===== src/design/vps_pkg.sv =====
// Constants shared by the emulated PHY status and identifier register block.
package vps_pkg;

    // ****************************************
    // Register map
    // ****************************************
    localparam logic [11:0] VPS_STATUS_OFFSET   = 12'h1C4;
    localparam logic [11:0] VPS_OUI_UP_OFFSET   = 12'h1C8;
    localparam logic [4:0]  VPS_STATUS_INDEX    = 5'h01;
    localparam logic [4:0]  VPS_OUI_UP_INDEX    = 5'h02;

    // ****************************************
    // Status field positions
    // ****************************************
    localparam int VPS_BIT_T4        = 15;
    localparam int VPS_BIT_X_FD      = 14;
    localparam int VPS_BIT_X_HD      = 13;
    localparam int VPS_BIT_T_FD      = 12;
    localparam int VPS_BIT_T_HD      = 11;
    localparam int VPS_BIT_T2_FD     = 10;
    localparam int VPS_BIT_T2_HD     = 9;
    localparam int VPS_BIT_EXT_STAT  = 8;
    localparam int VPS_BIT_RSVD7     = 7;
    localparam int VPS_BIT_PRE_SUPP  = 6;
    localparam int VPS_BIT_AN_DONE   = 5;
    localparam int VPS_BIT_RFAULT    = 4;
    localparam int VPS_BIT_AN_ABLE   = 3;
    localparam int VPS_BIT_LINK      = 2;
    localparam int VPS_BIT_JABBER    = 1;
    localparam int VPS_BIT_EXT_CAP   = 0;

    // Status value apart from the negotiation complete bit.
    localparam logic [15:0] VPS_STATUS_FIXED = 16'h780D;

    // ****************************************
    // Reset values and timing
    // ****************************************
    // Identifier default is arbitrary and carries no maker meaning.
    localparam logic [15:0] VPS_OUI_UP_RESET  = 16'h5A3C;
    localparam int          VPS_CLOCK_NS      = 10;
    localparam int          VPS_AN_TIME_NS    = 1000;
    localparam int          VPS_AN_CYCLES     = (VPS_AN_TIME_NS + VPS_CLOCK_NS - 1) / VPS_CLOCK_NS;

    typedef enum logic [0:0] {
        VPS_AN_RUN  = 1'b0,
        VPS_AN_DONE = 1'b1
    } vps_an_state_type;

endpackage : vps_pkg


===== src/design/vps_regs.sv =====
// Emulated PHY basic status and upper identifier registers with two access ports.
`timescale 1ns/1ps
// ****************************************
// Overview of operation
// ****************************************
// Overview of operation
// (RULE1) Each register is a 32-bit word, upper half padding; management sees 16 bits.
// (RULE2) Status lives at offset 1C4h and management index 1.
// (RULE3) Status bit 15, 100BASE-T4 ability, always reads zero.
// (RULE4) Status bits 14 to 11 read one for the four supported modes.
// (RULE5) Status bits 10 and 9, 100BASE-T2 abilities, read zero.
// (RULE6) Status bit 8 reads zero: no extended status, no gigabit.
// (RULE7) Bit 6 reads zero; the master must always send a full preamble.
// (RULE8) Negotiation complete bit clears on reset and sets once emulation finishes.
// (RULE9) No remote fault, link up and no jabber are constant.
// (RULE10) Status bit 3 reads one: negotiation ability present.
// (RULE11) Status bit 0 reads one: extended registers 0 to 6 exist.
// (RULE12) Status is read only; writes change nothing.
// (RULE13) Upper identifier lives at offset 1C8h and management index 2.
// (RULE14) Upper identifier bits 15 to 0 are a writable field.
// (RULE15) Any identifier value, including all zero, is accepted.
// (RULE16) Soft reset returns both registers to their defaults.
// (RULE17) Negotiation restart recomputes the emulated negotiation result.
// (RULE18) Reserved bit 7 and upper halves read zero and ignore writes.
// (RULE19) A written identifier reads back unchanged until reset or rewrite.
module vps_regs
    import vps_pkg::*;
#(
    parameter int          AN_DELAY    = VPS_AN_CYCLES,
    parameter logic [15:0] OUI_DEFAULT = VPS_OUI_UP_RESET
) (
    input  wire logic        i_clock,         // System clock.
    input  wire logic        i_srst,          // Synchronous reset, active high.
    input  wire logic        i_soft_reset,    // Control soft reset pulse.
    input  wire logic        i_an_restart,    // Control negotiation restart pulse.
    input  wire logic        i_reg_rd,        // Internal map read strobe.
    input  wire logic        i_reg_wr,        // Internal map write strobe.
    input  wire logic [11:0] i_reg_addr,      // Internal map byte offset.
    input  wire logic [31:0] i_reg_wdata,     // Internal map write data.
    output logic      [31:0] o_reg_rdata,     // Internal map read data.
    output logic             o_reg_rvalid,    // Internal read data valid.
    input  wire logic        i_mgmt_rd,       // Management read strobe.
    input  wire logic        i_mgmt_wr,       // Management write strobe.
    input  wire logic [4:0]  i_mgmt_index,    // Management register index.
    input  wire logic [15:0] i_mgmt_wdata,    // Management write data.
    output logic      [15:0] o_mgmt_rdata,    // Management read data.
    output logic             o_mgmt_rvalid,   // Management read data valid.
    output logic             o_an_complete    // Emulated negotiation done.
);

    localparam int CW = 16;
    localparam logic [CW-1:0] AN_LAST = CW'(AN_DELAY - 1);

    vps_an_state_type  an_state_q;
    logic [CW-1:0]     an_cnt_q;
    logic [15:0]       oui_q;
    logic [15:0]       status_w;
    logic              int_oui_wr;
    logic              mgmt_oui_wr;

    // ****************************************
    // Register read decode
    // ****************************************
    function automatic logic [15:0] read_word(input logic sel_status, input logic sel_oui,
                                              input logic [15:0] stat,
                                              input logic [15:0] oui);
        read_word = 16'h0000;
        if (sel_status) begin
            read_word = stat;
        end else if (sel_oui) begin
            read_word = oui;
        end
    endfunction : read_word

    // Every status field is a constant apart from negotiation complete.
    // Bit 6 stays low, so management frames must always carry a full preamble.
    always_comb begin
        status_w                   = 16'h0000;
        status_w[VPS_BIT_T4]       = 1'b0;                            // RULE3
        status_w[VPS_BIT_X_FD]     = 1'b1;                            // RULE4
        status_w[VPS_BIT_X_HD]     = 1'b1;                            // RULE4
        status_w[VPS_BIT_T_FD]     = 1'b1;                            // RULE4
        status_w[VPS_BIT_T_HD]     = 1'b1;                            // RULE4
        status_w[VPS_BIT_T2_FD]    = 1'b0;                            // RULE5
        status_w[VPS_BIT_T2_HD]    = 1'b0;                            // RULE5
        status_w[VPS_BIT_EXT_STAT] = 1'b0;                            // RULE6
        status_w[VPS_BIT_RSVD7]    = 1'b0;                            // RULE18
        status_w[VPS_BIT_PRE_SUPP] = 1'b0;                            // RULE7
        status_w[VPS_BIT_AN_DONE]  = (an_state_q == VPS_AN_DONE);     // RULE8
        status_w[VPS_BIT_RFAULT]   = 1'b0;                            // RULE9
        status_w[VPS_BIT_AN_ABLE]  = 1'b1;                            // RULE10
        status_w[VPS_BIT_LINK]     = 1'b1;                            // RULE9
        status_w[VPS_BIT_JABBER]   = 1'b0;                            // RULE9
        status_w[VPS_BIT_EXT_CAP]  = 1'b1;                            // RULE11
    end

    assign int_oui_wr    = i_reg_wr && (i_reg_addr == VPS_OUI_UP_OFFSET);    // RULE12
    assign mgmt_oui_wr   = i_mgmt_wr && (i_mgmt_index == VPS_OUI_UP_INDEX);
    assign o_an_complete = (an_state_q == VPS_AN_DONE);

    // ****************************************
    // Emulated negotiation
    // ****************************************
    // The counter runs for AN_DELAY cycles after the last reset source, then complete latches.
    // Restart leaves the identifier alone; only the negotiation result is worked out again.
    always_ff @(posedge i_clock) begin
        if (i_srst || i_soft_reset || i_an_restart) begin              // RULE16 RULE17
            an_state_q <= VPS_AN_RUN;                                 // RULE8
            an_cnt_q   <= '0;
        end else begin
            case (an_state_q)
                VPS_AN_RUN: begin
                    if (an_cnt_q == AN_LAST) begin
                        an_state_q <= VPS_AN_DONE;                    // RULE8
                    end else begin
                        an_cnt_q <= an_cnt_q + CW'(1);
                    end
                end
                VPS_AN_DONE: begin
                    an_state_q <= VPS_AN_DONE;
                end
                default: begin
                    an_state_q <= VPS_AN_RUN;
                end
            endcase
        end
    end

    // ****************************************
    // Upper identifier storage
    // ****************************************
    // The internal port wins when both ports write in the same cycle.
    // Soft reset outranks both ports, so a reset and a write together leave the default.
    always_ff @(posedge i_clock) begin
        if (i_srst || i_soft_reset) begin
            oui_q <= OUI_DEFAULT;                                     // RULE16
        end else if (int_oui_wr) begin
            oui_q <= i_reg_wdata[15:0];                               // RULE14 RULE15 RULE18
        end else if (mgmt_oui_wr) begin
            oui_q <= i_mgmt_wdata;                                    // RULE14 RULE19
        end
    end

    // ****************************************
    // Read ports
    // ****************************************
    // Read data is registered and holds between reads; valid is the read strobe delayed by one cycle.
    always_ff @(posedge i_clock) begin
        if (i_srst) begin
            o_reg_rdata  <= 32'h0000_0000;
            o_reg_rvalid <= 1'b0;
        end else begin
            o_reg_rvalid <= i_reg_rd;
            if (i_reg_rd) begin
                o_reg_rdata <= {16'h0000,                             // RULE1 RULE18
                                read_word(i_reg_addr == VPS_STATUS_OFFSET,   // RULE2
                                          i_reg_addr == VPS_OUI_UP_OFFSET,   // RULE13
                                          status_w, oui_q)};
            end
        end
    end

    always_ff @(posedge i_clock) begin
        if (i_srst) begin
            o_mgmt_rdata  <= 16'h0000;
            o_mgmt_rvalid <= 1'b0;
        end else begin
            o_mgmt_rvalid <= i_mgmt_rd;
            if (i_mgmt_rd) begin
                o_mgmt_rdata <= read_word(i_mgmt_index == VPS_STATUS_INDEX,  // RULE1 RULE2
                                          i_mgmt_index == VPS_OUI_UP_INDEX,  // RULE13
                                          status_w, oui_q);
            end
        end
    end
endmodule : vps_regs


===== config.mk =====
export PLATFORM = sky130hd
export DESIGN_NAME = vps_regs
export DESIGN_NICKNAME = d
export VERILOG_FILES = /design/src/design/vps_pkg.sv /design/src/design/vps_regs.sv
export SDC_FILE = /design/constraint.sdc
export NUM_CORES = 1
export LEC_CHECK = 0
export ABC_AREA = 1
export BUFFER_PORTS_ARGS = -buffer_cell sky130_fd_sc_hd__buf_2
export CAP_MARGIN = 15
export CORE_MARGIN = 1
export CORE_UTILIZATION = 28
export CTS_CLUSTER_SIZE = 8
export DETAILED_ROUTE_END_ITERATION = 7
export GPL_TIMING_DRIVEN = 0
export MAX_ROUTING_LAYER = met4
export PLACE_DENSITY = 0.54
export SKIP_LAST_GASP = 1
export SLEW_MARGIN = 20
export SYNTH_ARGS = -nofsm -noshare
export SYNTH_HDL_FRONTEND = slang
export SYNTH_SLANG_ARGS = --single-unit

===== constraint.sdc =====
create_clock -name i_clock -period 3 [get_ports i_clock]
set_input_delay 0.6 -clock i_clock [delete_from_list [all_inputs] [get_ports i_clock]]
set_output_delay 0.6 -clock i_clock [all_outputs]
set_load 0.05 [all_outputs]

* Word level (Yosys, flattened, before mapping)
Index checks and enable logic that the tools add are counted.
** Cells by class
- Add/subtract/negate cells :: 1
- Eq/ne operators :: 5
- Muxes and demuxes :: 8
- Bitwise operators :: 2
- Reduce and logical (&&, ||, !) cells :: 6
** Operators with widths (number)
- two-way mux 16 bit :: 6
- == test 12 x 9 -> 1 bit, second input constant :: 2
- adder 16 x 1 -> 16 bit, second input constant :: 1
- == test 16 x 7 -> 1 bit, second input constant :: 1
- == test 5 x 1 -> 1 bit, second input constant :: 1
- == test 5 x 2 -> 1 bit, second input constant :: 1
- logical AND 1 bit :: 2
- logical OR 1 bit :: 2
- inverter 1 bit :: 2
- case mux 1 bit (2 select lines) :: 1
- AND reduction 2 bit :: 1
- nonzero test 2 bit :: 1
- two-way mux 1 bit :: 1
** Storage, ports and cells
- Bits in registers :: 67
- Input port bits :: 73
- Logic and storage cells :: 29

* Logic depth before layout (Yosys ltp)
- Word-level depth :: 4
- Gate-level depth with buffers :: 10

* Worst setup path before layout
Ideal clock, no wire load.
- Kind :: input to register
- Start point :: input port i_reg_wr
- End point :: register oui_q[0]
- Arrival :: 1.462 ns
- Required time :: 2.884 ns
- Slack :: 1.422 ns
- Stages :: 7
- Buffers on the path :: 2
- Path through :: clkbuf_1 > nand3_2 > clkbuf_1 > nand2_1 > nand2_1 > nor2_1 > nor2_1
** On the way
- Longest elaborated chain between the ends :: 2
- Elaborated cells between the ends (all ways) :: 3
- Classes of those cells :: 1 x mux; 2 x reduce/logical
** RTL lines
- from (decl) :: RTL line vps_regs.sv:37 : input wire logic i_reg_wr,
- logical AND 1 bit * :: RTL line vps_regs.sv:97 : assign int_oui_wr = i_reg_wr && (i_reg_addr == VPS_OUI_UP_OFFSET);
- two-way mux 16 bit or nonzero test 2 bit (tied branches)
- to (signal assigned) :: RTL line vps_regs.sv:138 : oui_q <= i_reg_wdata[15:0];
- to (signal assigned) :: RTL line vps_regs.sv:140 : oui_q <= i_mgmt_wdata;
- to (decl) :: RTL line vps_regs.sv:56 : logic [15:0] oui_q;
Every way passes the cells marked *; elsewhere a longest branch is shown, timed or not.
A chain may end at the register's enable or synchronous reset.

* Worst setup path in the final report
- Start point :: register an_cnt_q[0]
- End point :: register an_cnt_q[12]
** On the way
- Longest elaborated chain between the ends :: 3
- Elaborated cells between the ends (all ways) :: 4
- Classes of those cells :: 1 x add/sub; 1 x eq/ne; 1 x bitwise; 1 x reduce/logical
** RTL lines
- from (decl) :: RTL line vps_regs.sv:55 : logic [CW-1:0] an_cnt_q;
- from (signal assigned) :: RTL line vps_regs.sv:116 : an_cnt_q <= an_cnt_q + CW'(1);
- branches (longest 3 deep; another with adder 16 x 1 -> 16 bit)
Several ways; the timed one is not identified.

==> flow_summary.toml <==
[timing]
fin_crit_sh_pct = 57.6
finalWorstSetupSlack_ps = 1270
setup_viol_count_final = 0
rsz0062_at_grt = "false"
period_needed_ps = 1730
hold_violations = 0
finClkSkew_ps = 6.54
tns_ps = 0
max_freq_mhz = 579
slew_viol_final = 0

[detailed_routing]
antenna_violating_nets_post_route = 0
dr.first_iter.drc_count = 163
viasPerCell = 4.40
routed_wl_um = 9090
wire_per_inst_um = 11.9
first_pass_iters = 6
dr_total_vias = 3371
drc = 11

[min_path]
hold_depth = 2
hold_path_class = "flip-flop to flip-flop"

[yosys]
synth.distinct_cells = 29
ys_ff_latch = 67
syn_area_per_cell_um2 = 6.69
ys_warn_count = 0
netlist_area_um2 = 3370
synthCells = 504
ys_seq_area_share_pct = 39.8

[critical_path]
path_cells = "ha_1, nand3_1, nor2_1, nand2_2, nand2_4, inv_2, buf_6, nand2_1, a21oi_2"
critical_path_class = "flip-flop to flip-flop"
critPathMaxStageDelay_ps = 370
required_ps = 3200
cp_data_arrival_time_ps = 1930
slowest_stage = "dfxtp_1"
end_kind = "flip-flop"
crit_fanout = 10
reg2reg_depth = 9
cp-start-kind = "flip-flop"

[global_route]
grt_pass1_wl_um = 14800
antenna_found_initial = 0
grt.total_usage_pct = 15.4
grt_max_degree = 13
grt-ovfl-total = 0
grt_pass1_vias = 3222

[clocking]
clockRootBuffer = "clkbuf_16"
clkTransAtPathRegs_ps = 60
clock_path_buffers = 2
worstSkewPairLatency_ps = 320
cts_setup_buffers = 0
cts_tree = "yes"
htreeDepth = 3
cts_resized = 0
clock-sinks = 67
cts_buffers = 9
ctsHoldBuffers = 0

[layout]
nets = 692
syn_to_final_growth_pct = 30.9
regArea_um2 = 1340
multi_input_comb_area_um2 = 1650
final_layout_size_suffix_gt1_share_pct = 23.8
num_antenna_cells = 0
num-fill-cells = 1249

[power]
p_leak_uw = 0.00205
finalPower_uw = 2440
cellPowerDensity_nw_per_um2 = 552
peakVddDrop_v = 0.000211

[placed_design]
port-buffer-count = 88
place.gp.congestion = 0.882
dp_slack_ps = 988
place_hpwl_um = 7020

[status]
outcome = "finished with violations"
failed_checks = "DRC"

[flow_run]
drv_cap = 0

[floorplan]
start_util_pct = 29.1
dieWidth_um = 112
core_area_um2 = 11600
die-area_um2 = 12500
die_y_um = 112
num_rows = 39
io_pins = 124
worst max-delay path, delay by kind of cell (launching register included):
| family | cells | cell delay, ps |
|---|---|---|
| AOI/OAI and AO/OA | 1 | 50 |
| and+or+nand+nor | 5 | 650 |
| buffers and inverters | 2 | 210 |
| adders and majority gates | 1 | 330 |
| DFF | 1 | 370 |
sequential cells by signal, summed over array words and instances, names as in the netlist:
register and count:
oui_q 16, o_mgmt_rdata 16, o_reg_rvalid 1, o_mgmt_rvalid 1
o_reg_rdata 16, an_cnt_q 16, o_an_complete 1
cell usage in the layout, fill, tap and decap left out, types with 4 or more instances in the layout:
cell	n
nand2_1	119
buf_2	93
nor2_1	76
dfxtp_1	67
inv_1	52
a21oi_1	39
o21ai_0	33
nand3_1	32
nand4_1	16
buf_4	16
conb_1	16
clkbuf_1	9
clkbuf_16	9
xor2_1	7
a21oi_2	6
nand2_2	5
inv_2	4
clkinv_1	4
bufinv_16	4
final cells by class:
type,instances,area share [%]
multi-input cells,360,37.4
flip-flops and latches,67,30.4
repair buffers,88,9.98
clock buffers,10,5.19
inverters,60,5.10
plain buffers,32,4.76
well taps,143,4.05
clock inverters,6,3.12
cell families after synthesis:
kind of cell    synth area share, %
xor+xnor                       1.82
other cells                   0.111
simple gates                   32.4
compound gates                 12.6
buf+inv                        12.9
fa+ha+maj                     0.371
flops                          39.8
synthesized netlist by cell type:
cell / instances / area (µm²)
a21oi_1: 39 / 195
a21oi_2: 6 / 52.6
buf_1: 1 / 3.75
buf_12: 1 / 20.0
buf_2: 5 / 25.0
buf_4: 16 / 120
buf_6: 1 / 11.3
clkbuf_1: 8 / 30.0
clkinv_1: 4 / 15.0
conb_1: 1 / 3.75
dfxtp_1: 67 / 1340
ha_1: 1 / 12.5
inv_1: 52 / 195
inv_2: 4 / 15.0
nand2_1: 119 / 447
nand2_2: 5 / 31.3
nand2_4: 1 / 11.3
nand3_1: 32 / 160
nand3_2: 1 / 10.0
nand4_1: 16 / 100
nand4_2: 1 / 12.5
nor2_1: 76 / 285
nor2_2: 3 / 18.8
nor2_4: 1 / 11.3
nor3_1: 1 / 5.00
o21ai_0: 33 / 165
o21ai_1: 1 / 5.00
o22ai_1: 1 / 6.26
xor2_1: 7 / 61.3
worst paths after layout:
check	startpoint	endpoint	slack, ps
setup reg to reg	an_cnt_q[0]$_SDFFE_PP0P_	an_cnt_q[12]$_SDFFE_PP0P_	1270
setup / recovery	an_cnt_q[0]$_SDFFE_PP0P_	an_cnt_q[12]$_SDFFE_PP0P_	1270
hold reg to reg	o_reg_rdata[7]$_SDFFE_PP0P_	o_reg_rdata[7]$_SDFFE_PP0P_	460
hold / removal	o_reg_rdata[7]$_SDFFE_PP0P_	o_reg_rdata[7]$_SDFFE_PP0P_	460
report_power, final:
group          internal [µW]  switching (µW)
clock                    900             406
combinational           64.8             156
sequential               903            6.36
total                   1870             569
metal layers:
| layer | routed length, µm | share of wire (%) | GRT usage [%] |
|---|---|---|---|
| met1 | 4200 | 46 | 18.5 |
| met2 | 4350 | 48 | 25.5 |
| met3 | 473 | 5.2 | 3.65 |
| met4 | 67 | 0.74 | 4.23 |
| met5 | 0 | 0 | - |
through the flow:
step / utilization, % / hold slack (ps) / instance area (µm²) / cells
6_report: 38.2 / 462 / 4410 / 766
5_1_grt: 38.2 / 475 / 4410 / 766
3_5_place_dp: 35.0 / 457 / 4050 / 750
2_1_floorplan: - / 442 / 3430 / 519
3_3_place_gp: 35.0 / 453 / 4050 / 750
4_1_cts: 38.2 / 467 / 4410 / 766
No activity file was read; power rests on OpenSTA's default activity.
